[src/carrier_defs.svh]
// Purpose: Register map, field positions and source codes of the carrier selector
// Assumes: 32-bit AXI4-Lite data, one aligned word per register
// Notes: Definitions only
// Notes on behaviour
// [RULE_01] High select bits 3:0 choose ground, pin one, pin two, reference, PWM one to four.
// [RULE_02] Low select uses the same codes; 0110 and 0111 give PWM three and four.
// [RULE_03] High invert bit 6 inverts the selected high carrier before mixing.
// [RULE_04] Low invert bit 6 inverts the selected low carrier before mixing.
// [RULE_05] High sync bit 5 holds a high-to-low switch until a high carrier falling edge.
// [RULE_06] Low sync bit 5 holds a low-to-high switch until a low carrier falling edge.
// [RULE_07] High pin-disable bit 7 stops the chosen high source driving its own pin.
// [RULE_08] Low pin-disable bit 7 stops the chosen low source driving its own pin.
// [RULE_09] Bit 4 of both carrier registers ignores writes and reads zero.
// [RULE_10] Carrier registers power up undefined and keep their contents over other resets.
// [RULE_11] Clearing enable keeps all selections; setting it again reapplies them.
// [RULE_12] Mixed output follows high carrier while modulator is one, low carrier otherwise.
`ifndef CARRIER_DEFS_SVH
`define CARRIER_DEFS_SVH

`define ADDR_W          8
`define HIGH_CTRL_IDX   6'h00
`define LOW_CTRL_IDX    6'h01
`define MOD_CTRL_IDX    6'h02
`define STATUS_IDX      6'h03

`define SEL_MSB         3
`define SEL_LSB         0
`define UNUSED_BIT      4
`define SYNC_BIT        5
`define INV_BIT         6
`define ODIS_BIT        7
`define CTRL_WMASK      8'hEF
`define ENABLE_BIT      0

`define SRC_GROUND      4'h0
`define SRC_PIN_ONE     4'h1
`define SRC_PIN_TWO     4'h2
`define SRC_REF_CLK     4'h3
`define SRC_PWM_BASE    4'h4
`define SRC_PWM_LAST    4'h7
`define PWM_GROUP       2'h1

`define RESP_OKAY       2'h0
`define RESP_SLVERR     2'h2

`endif

[src/carrier_pkg.sv]
// Purpose: Shared types of the carrier selector
// Assumes: Nothing beyond the defines header
// Notes: State codes are one-hot
package carrier_pkg;
  typedef logic [1:0] axi_resp_t;

  typedef enum logic [4:0] {
    ST_OFF       = 5'h01,
    ST_HIGH      = 5'h02,
    ST_LOW       = 5'h04,
    ST_HOLD_HIGH = 5'h08,
    ST_HOLD_LOW  = 5'h10
  } mix_state_t;
endpackage

[src/carrier_src_if.sv]
// Purpose: Bundle of candidate carrier sources
// Assumes: All sources synchronous to the register clock
// Notes: One bundle feeds both carrier channels
`timescale 1ns/1ps
interface carrier_src_if;
  logic       pin_one;
  logic       pin_two;
  logic       ref_clk;
  logic [3:0] pwm;

  modport provider (output pin_one, output pin_two, output ref_clk, output pwm);
  modport consumer (input pin_one, input pin_two, input ref_clk, input pwm);
endinterface

[src/modulator_carrier_select.sv]
// Purpose: Carrier selection and mixing of the data signal modulator, AXI4-Lite registers
// Assumes: All inputs synchronous to i_ref_clk; i_rst synchronous, active high
// Notes: Carrier registers have no reset so their contents survive i_rst
`timescale 1ns/1ps
`include "carrier_defs.svh"
module modulator_carrier_select
(
  input  wire logic                i_ref_clk,
  input  wire logic                i_rst,
  input  wire logic [`ADDR_W-1:0]  i_awaddr,
  input  wire logic                i_awvalid,
  output logic                     o_awready,
  input  wire logic [31:0]         i_wdata,
  input  wire logic [3:0]          i_wstrb,
  input  wire logic                i_wvalid,
  output logic                     o_wready,
  output carrier_pkg::axi_resp_t   o_bresp,
  output logic                     o_bvalid,
  input  wire logic                i_bready,
  input  wire logic [`ADDR_W-1:0]  i_araddr,
  input  wire logic                i_arvalid,
  output logic                     o_arready,
  output logic [31:0]              o_rdata,
  output carrier_pkg::axi_resp_t   o_rresp,
  output logic                     o_rvalid,
  input  wire logic                i_rready,
  input  wire logic                i_modulator,
  input  wire logic                i_carrier_pin_one,
  input  wire logic                i_carrier_pin_two,
  input  wire logic                i_ref_carrier,
  input  wire logic [3:0]          i_pwm_unit_out,
  output logic                     o_mixed,
  output logic [3:0]               o_pwm_drive_disable
);
  import carrier_pkg::*;

  // Returns one-hot {status, modulator control, low carrier, high carrier}
  function automatic logic [3:0] decode(input logic [`ADDR_W-1:0] a);
    decode = {a[`ADDR_W-1:2] == `STATUS_IDX, a[`ADDR_W-1:2] == `MOD_CTRL_IDX,
              a[`ADDR_W-1:2] == `LOW_CTRL_IDX, a[`ADDR_W-1:2] == `HIGH_CTRL_IDX};
  endfunction

  function automatic logic pwm_hit(input logic [3:0] sel, input logic [1:0] k);
    pwm_hit = (sel[3:2] == `PWM_GROUP) && (sel[1:0] == k);
  endfunction

  // Register state
  logic [7:0]         high_carrier_control;
  logic [7:0]         low_carrier_control;
  logic               modulator_enable;
  logic [7:0]         next_high_carrier_control;
  logic [7:0]         next_low_carrier_control;
  logic               next_modulator_enable;

  // Bus state
  logic               aw_got;
  logic               w_got;
  logic [`ADDR_W-1:0] aw_addr;
  logic [31:0]        w_data;
  logic [3:0]         w_strb;
  logic               next_aw_got;
  logic               next_w_got;
  logic [`ADDR_W-1:0] next_aw_addr;
  logic [31:0]        next_w_data;
  logic [3:0]         next_w_strb;
  logic               next_awready;
  logic               next_wready;
  logic               next_bvalid;
  axi_resp_t          next_bresp;
  logic               next_arready;
  logic               next_rvalid;
  logic [31:0]        next_rdata;
  axi_resp_t          next_rresp;

  logic               aw_fire;
  logic               w_fire;
  logic               ar_fire;
  logic               do_write;
  logic [`ADDR_W-1:0] wr_addr;
  logic [31:0]        wr_data;
  logic [3:0]         wr_strb;
  logic [3:0]         wr_hit;
  logic [3:0]         rd_hit;

  // Mixing state
  mix_state_t         state;
  mix_state_t         next_state;
  logic               high_carrier;
  logic               low_carrier;
  logic               high_prev;
  logic               low_prev;
  logic               high_fall;
  logic               low_fall;
  logic               next_mixed;
  logic [3:0]         next_drive_disable;

  logic [3:0]         high_sel;
  logic [3:0]         low_sel;
  logic               high_sync;
  logic               low_sync;

  carrier_src_if src ();

  assign src.pin_one = i_carrier_pin_one;
  assign src.pin_two = i_carrier_pin_two;
  assign src.ref_clk = i_ref_carrier;
  assign src.pwm     = i_pwm_unit_out;

  assign high_sel  = high_carrier_control[`SEL_MSB:`SEL_LSB];
  assign low_sel   = low_carrier_control[`SEL_MSB:`SEL_LSB];
  assign high_sync = high_carrier_control[`SYNC_BIT];
  assign low_sync  = low_carrier_control[`SYNC_BIT];

  carrier_conditioner high_path
  (
    .i_ref_clk (i_ref_clk),
    .i_rst     (i_rst),
    .src       (src),
    .i_select  (high_sel),
    .i_invert  (high_carrier_control[`INV_BIT]),
    .o_carrier (high_carrier)
  );

  carrier_conditioner low_path
  (
    .i_ref_clk (i_ref_clk),
    .i_rst     (i_rst),
    .src       (src),
    .i_select  (low_sel),
    .i_invert  (low_carrier_control[`INV_BIT]),
    .o_carrier (low_carrier)
  );

  // Register bus: address and data taken in either order, response after both
  always_comb
  begin
    aw_fire  = i_awvalid && o_awready;
    w_fire   = i_wvalid && o_wready;
    ar_fire  = i_arvalid && o_arready;
    wr_addr  = aw_fire ? i_awaddr : aw_addr;
    wr_data  = w_fire ? i_wdata : w_data;
    wr_strb  = w_fire ? i_wstrb : w_strb;
    do_write = (aw_got || aw_fire) && (w_got || w_fire);
    wr_hit   = do_write ? decode(wr_addr) : 4'h0;
    rd_hit   = decode(i_araddr);

    next_aw_addr = aw_fire ? i_awaddr : aw_addr;
    next_w_data  = w_fire ? i_wdata : w_data;
    next_w_strb  = w_fire ? i_wstrb : w_strb;
    next_aw_got  = (aw_got || aw_fire) && !do_write;
    next_w_got   = (w_got || w_fire) && !do_write;
    next_bvalid  = do_write || (o_bvalid && !i_bready);
    next_bresp   = o_bresp;
    if (do_write)
      next_bresp = (wr_hit == 4'h0) ? `RESP_SLVERR : `RESP_OKAY;
    next_awready = !next_aw_got && !next_bvalid;
    next_wready  = !next_w_got && !next_bvalid;

    // Only bit 0 lane is meaningful; bit 4 never stores
    next_high_carrier_control = high_carrier_control;
    next_low_carrier_control  = low_carrier_control;
    next_modulator_enable     = modulator_enable;
    if (wr_hit[0] && wr_strb[0])
      next_high_carrier_control = wr_data[7:0] & `CTRL_WMASK; // RULE_09
    if (wr_hit[1] && wr_strb[0])
      next_low_carrier_control = wr_data[7:0] & `CTRL_WMASK; // RULE_09
    if (wr_hit[2] && wr_strb[0])
      next_modulator_enable = wr_data[`ENABLE_BIT];

    next_rvalid  = ar_fire || (o_rvalid && !i_rready);
    next_arready = !next_rvalid;
    next_rdata   = o_rdata;
    next_rresp   = o_rresp;
    if (ar_fire)
    begin
      next_rresp = (rd_hit == 4'h0) ? `RESP_SLVERR : `RESP_OKAY;
      next_rdata = 32'h0000_0000;
      if (rd_hit[0])
        next_rdata = {24'h00_0000, high_carrier_control & `CTRL_WMASK}; // RULE_09
      if (rd_hit[1])
        next_rdata = {24'h00_0000, low_carrier_control & `CTRL_WMASK}; // RULE_09
      if (rd_hit[2])
        next_rdata = {31'h0000_0000, modulator_enable};
      if (rd_hit[3])
        next_rdata = {29'h0000_0000, state == ST_HOLD_HIGH || state == ST_HOLD_LOW,
                      state == ST_HIGH || state == ST_HOLD_HIGH, o_mixed};
    end
  end

  always_ff @(posedge i_ref_clk)
  begin
    if (i_rst)
    begin
      aw_got           <= 1'b0;
      w_got            <= 1'b0;
      aw_addr          <= '0;
      w_data           <= 32'h0000_0000;
      w_strb           <= 4'h0;
      o_awready        <= 1'b0;
      o_wready         <= 1'b0;
      o_bvalid         <= 1'b0;
      o_bresp          <= `RESP_OKAY;
      o_arready        <= 1'b0;
      o_rvalid         <= 1'b0;
      o_rdata          <= 32'h0000_0000;
      o_rresp          <= `RESP_OKAY;
      modulator_enable <= 1'b0;
    end
    else
    begin
      aw_got           <= next_aw_got;
      w_got            <= next_w_got;
      aw_addr          <= next_aw_addr;
      w_data           <= next_w_data;
      w_strb           <= next_w_strb;
      o_awready        <= next_awready;
      o_wready         <= next_wready;
      o_bvalid         <= next_bvalid;
      o_bresp          <= next_bresp;
      o_arready        <= next_arready;
      o_rvalid         <= next_rvalid;
      o_rdata          <= next_rdata;
      o_rresp          <= next_rresp;
      modulator_enable <= next_modulator_enable;
    end
  end

  // Carrier selections are left untouched by reset
  always_ff @(posedge i_ref_clk)
  begin
    high_carrier_control <= next_high_carrier_control; // RULE_10
    low_carrier_control  <= next_low_carrier_control; // RULE_10
  end

  // Mixer: selections stay in their registers while disabled
  always_comb
  begin
    high_fall  = high_prev && !high_carrier;
    low_fall   = low_prev && !low_carrier;
    next_state = state;
    unique case (state)
      ST_OFF:
        next_state = i_modulator ? ST_HIGH : ST_LOW; // RULE_11
      ST_HIGH:
        if (!i_modulator)
          next_state = (high_sync && !high_fall) ? ST_HOLD_HIGH : ST_LOW; // RULE_05
      ST_HOLD_HIGH:
        if (i_modulator)
          next_state = ST_HIGH;
        else if (high_fall)
          next_state = ST_LOW; // RULE_05
      ST_LOW:
        if (i_modulator)
          next_state = (low_sync && !low_fall) ? ST_HOLD_LOW : ST_HIGH; // RULE_06
      ST_HOLD_LOW:
        if (!i_modulator)
          next_state = ST_LOW;
        else if (low_fall)
          next_state = ST_HIGH; // RULE_06
      default:
        next_state = ST_OFF;
    endcase
    if (!modulator_enable)
      next_state = ST_OFF; // RULE_11
    next_mixed = 1'b0;
    if (next_state == ST_HIGH || next_state == ST_HOLD_HIGH)
      next_mixed = high_carrier; // RULE_12
    else if (next_state == ST_LOW || next_state == ST_HOLD_LOW)
      next_mixed = low_carrier; // RULE_12
  end

  // Pin release of the PWM unit picked by either channel
  for (genvar k = 0; k < 4; k++)
  begin : g_drive
    assign next_drive_disable[k] = modulator_enable &&
      ((high_carrier_control[`ODIS_BIT] && pwm_hit(high_sel, 2'(k))) || // RULE_07
       (low_carrier_control[`ODIS_BIT] && pwm_hit(low_sel, 2'(k)))); // RULE_08
  end

  always_ff @(posedge i_ref_clk)
  begin
    if (i_rst)
    begin
      state               <= ST_OFF;
      high_prev           <= 1'b0;
      low_prev            <= 1'b0;
      o_mixed             <= 1'b0;
      o_pwm_drive_disable <= 4'h0;
    end
    else
    begin
      state               <= next_state;
      high_prev           <= high_carrier;
      low_prev            <= low_carrier;
      o_mixed             <= next_mixed;
      o_pwm_drive_disable <= next_drive_disable;
    end
  end
endmodule

[src/carrier_conditioner.sv]
// Purpose: Select and optionally invert one carrier source
// Assumes: Select and invert come from a software register
// Notes: Output is registered, one cycle behind the sources
`timescale 1ns/1ps
`include "carrier_defs.svh"
module carrier_conditioner
(
  input  wire logic       i_ref_clk,
  input  wire logic       i_rst,
  carrier_src_if.consumer src,
  input  wire logic [3:0] i_select,
  input  wire logic       i_invert,
  output logic            o_carrier
);
  import carrier_pkg::*;

  logic picked;
  logic next_carrier;

  always_comb
  begin
    picked = 1'b0;
    if (i_select[3:2] == `PWM_GROUP)
    begin
      picked = src.pwm[i_select[1:0]]; // RULE_01 RULE_02
    end
    else if (i_select == `SRC_PIN_ONE)
    begin
      picked = src.pin_one; // RULE_01
    end
    else if (i_select == `SRC_PIN_TWO)
    begin
      picked = src.pin_two; // RULE_01
    end
    else if (i_select == `SRC_REF_CLK)
    begin
      picked = src.ref_clk; // RULE_01
    end
    next_carrier = picked ^ i_invert; // RULE_03 RULE_04
  end

  always_ff @(posedge i_ref_clk)
  begin
    if (i_rst)
      o_carrier <= 1'b0;
    else
      o_carrier <= next_carrier;
  end
endmodule

[config.mk]
export PLATFORM = sky130hd
export DESIGN_NAME = modulator_carrier_select
export DESIGN_NICKNAME = d
export VERILOG_FILES = /design/src/carrier_pkg.sv /design/src/carrier_src_if.sv /design/src/modulator_carrier_select.sv /design/src/carrier_conditioner.sv
export VERILOG_INCLUDE_DIRS = /design/src /design/src/src
export SDC_FILE = /design/constraint.sdc
export NUM_CORES = 1
export LEC_CHECK = 0
export BUFFER_PORTS_ARGS = -buffer_cell sky130_fd_sc_hd__buf_2
export CORE_ASPECT_RATIO = 1.25
export CORE_MARGIN = 2
export CORE_UTILIZATION = 44
export DETAILED_ROUTE_END_ITERATION = 16
export PLACE_DENSITY = 0.76
export SLEW_MARGIN = 20
export SYNTH_ARGS = -nofsm -noshare
export SYNTH_HDL_FRONTEND = slang
export SYNTH_SLANG_ARGS = --single-unit
[constraint.sdc]
create_clock -name i_ref_clk -period 1.45 [get_ports i_ref_clk]
set_input_delay 0.29 -clock i_ref_clk [delete_from_list [all_inputs] [get_ports i_ref_clk]]
set_output_delay 0.29 -clock i_ref_clk [all_outputs]
set_load 0.005 [all_outputs]
==> key figures <==
Synth
  • Sequential-to-total area share from yosys stat: around 47%
  • Synth cell count leaders: 45 x dfxtp_1, 34 x nor2_1, 28 x buf_4
  • Gate Count Post-Synth: roughly 290
  • Synth unique cells: 51
  • Most used DFF post-synth: dfxtp_1
  • Area contributors post-synth: dfxtp_1 32%, edfxtp_1 15%, buf_4 7.5%, mux2_2 4.8%, nor2_1 4.5%
  • Most frequent cell after synthesis: dfxtp_1
  • Post-synth top area share: between 30% and 40%
  • Synth Warn #: 0
  • Top cell type by total area after synthesis: dfxtp_1
  • Synthesized area per cell: approximately 10 um2
  • Cell Area, Synth: roughly 2800 um2
  • Async SR Flop Fraction: 0%
  • Post-synth EDFFs: 14
  • Yosys reg bits: slightly below 60

Floorplan
  • Cell Rows: 32
  • Die height: roughly 93 um
  • I/O pin total: between 100 and 150
  • Die Wd: roughly 76 um
  • Full die area: around 7100 um2
  • Core area: 6166 um2
  • Starting density of the core: between 40% and 50%

Critical path
  • Critical Path Source: aw_addr[6]
  • Critical path type: flip-flop to flip-flop
  • FF-to-FF Start: aw_addr[6]
  • WP buf/inv: 0
  • Critical path arrival: about 1.6 ns
  • Worst Path Max Fanout: 7
  • Largest stage delay, worst path: ~0.33 ns
  • Max stage delay cell, worst path: dfxtp_2
  • Ordered list of cells on the worst path: nor4_4, mux2i_2, nor2_1, nand2_2, nor2_4
  • Worst setup EP type: flip-flop
  • Worst endpoint required time: 1.46 ns
  • Cell family with most CP delay: simple AND/OR/NAND/NOR gates
  • Startpoint Class: flip-flop

Final layout
  • Final #Nets: 446
  • Number of diodes: 0
  • Fillers: approximately 520
  • Area delta synth->final: 29.48%
  • Multi-input gate area: roughly 1400 um2
  • Final Instance Count excl. Fillers: 469
  • Share of cells above drive strength 1: 41.93%
  • Reg area: ~1300 um2

Power and ir drop
  • Worst VDD drop: roughly 0.00075 V
  • Pwr Density: approximately 960 nW/um2
  • Pleak: 1.591 nW

Worst hold path
  • Min-delay worst type: input pin to flip-flop
  • HP Start: i_awaddr[6]

Clocking
  • # clock sinks: 59
  • Hold Buf Count CTS: 0
  • TritonCTS buffer count: 9
  • # H-tree levels: 3
  • Clock slew at reported path FFs: 0.06 ns
  • Clk buf depth: 2
  • Clock Latency Late Sink: 0.33 ns
  • CTS tree: yes
  • Clock root cell: clkbuf_8

STA
  • Setup repair after global routing missed its margin: true
  • Slew Limit Fails: 0
  • Worst clock skew: between 0.009 and 0.01 ns
  • Final setup fails: 19
  • Max Freq: approximately 630 MHz
  • Min Tclk post-route: 1.589 ns
  • PnR worst setup slack: -0.1392 ns
  • Final Cycle Share: 109.6%
  • Final-report hold violation count: 0

Global route
  • Initial antenna violation count: 0
  • Vias in the first global route: about 2,300
  • Most Crowded Layer GR: met2
  • Largest net degree at the start of global routing: 36
  • Met2 Use GR: between 30% and 40%
  • GRT met3 Usage: 5.065%
  • GR Util All Layers: a little under a fifth
  • First-pass GRT wire length: between 10,000 and 15,000 um
  • Total grt overflow: 0
  • GR Layer Usage met1: approximately 22%

Placed design
  • Placed Instances: approximately 450
  • Input/output buffers: 53
  • Routability cong.: around 0.83
  • Setup WS pre-CTS: -0.2793 ns
  • Dpl hpwl: 4455 um

Routing
  • Drt wl/cell: approximately 13 um
  • Via Count: 2,331
  • DR pass1 iterations: 5
  • Routed vias/inst: 4.970
  • Post-Route WL: 6090 um
  • Post-route ant nets: 0
  • Initial drt markers: between 100 and 150
  • DRC viols: 0

Run
  • Max-cap violations: 0

Outcome
  • Failing checks: negative setup slack
  • Status: finished with violations
-- kinds of logic (layout without fill, tap and decap cells) --
group                     Yosys count  after routing  share of synthesized area, %
AOI/OAI and AO/OA                  47             47                         11.21
xor gates and xnor gates            6              6                         1.868
buffers and inverters              49            119                         11.16
DFF                                59             59                         46.95
muxes                              24             24                         10.58
other                               1             27                        0.1333
and+or+nand+nor                   102            102                         18.10
-- through the flow --
step / instance area (um2) / util, % / TNS (ns) / total power, W / hold WS, ns
floorplan: 2950 / - / -0.03012 / 0.002027 / 0.3628
finish: 3643 / 59.09 / -1.977 / 0.003481 / 0.2373
detailed placement: 3296 / 53.45 / -4.536 / 0.002130 / 0.4489
global route: 3643 / 59.09 / -3.413 / 0.003636 / 0.2276
global placement: 3296 / 53.45 / -3.791 / 0.002118 / 0.4421
CTS: 3585 / 58.14 / -1.891 / 0.003500 / 0.2265
-- cell type report --
cell class | instances | area share, %
multi-input cells | 206 | 38.50
clock inverters | 2 | 0.2747
flip-flops and latches | 59 | 36.68
repair buffers | 94 | 15.93
clock buffers | 14 | 4.773
inverters | 9 | 0.9272
well taps | 85 | 2.919
-- timing repair --
action                     4_1_cts  5_1_grt
pin swaps                       12        7
resized for setup               23       10
setup buffers                    3        3
setup endpoints to repair       22       23
-- layout by cell type, fill, tap and decap left out, drive strengths merged, types with 9 or more instances in the layout --
master / synthesis / final
a21oi: 16 / 16
buf: 35 / 94
clkbuf: 5 / 14
conb: 1 / 27
dfxtp: 45 / 45
edfxtp: 14 / 14
mux2: 13 / 13
nand2: 18 / 18
nand3: 11 / 11
nor2: 35 / 35
nor2b: 9 / 9
-- routing by layer --
| metal | share of wire (%) | wire length [um] |
|---|---|---|
| met1 | 40 | 2465 |
| met2 | 53 | 3215 |
| met3 | 6.0 | 365 |
| met4 | 0.72 | 44 |
| met5 | 0 | 0 |
-- worst register-to-register path: cells and delay by family, from the launching register on --
family / cells / cell delay (ns)
flops: 1 / 0.33
simple gates: 4 / 0.81
mux: 1 / 0.13
-- where the power goes --
| group | switching [W] | internal (W) | leakage (nW) |
|---|---|---|---|
| Clock | 0.000591 | 0.000767 | 0.0956 |
| Combinational | 0.000180 | 0.000186 | 0.999 |
| Sequential | 0.0000271 | 0.00173 | 0.496 |
-- flip-flops by register name, summed over array words and instances, names as in the netlist, 4 cells and up --
register,flops
aw_addr,6
state,5
low_carrier_control,7
o_rdata,7
high_carrier_control,7
o_pwm_drive_disable,4
w_data,7
-- worst paths after layout --
kind / cells past startpoint / to / slack [ns]
setup / recovery: 5 / high_carrier_control[2] / -0.14
hold / removal: 3 / aw_addr[6] / 0.24
setup reg to reg: 5 / high_carrier_control[2] / -0.14
hold reg to reg: 2 / high_prev / 0.46
Note: power is estimated with default switching activity, not from simulation.
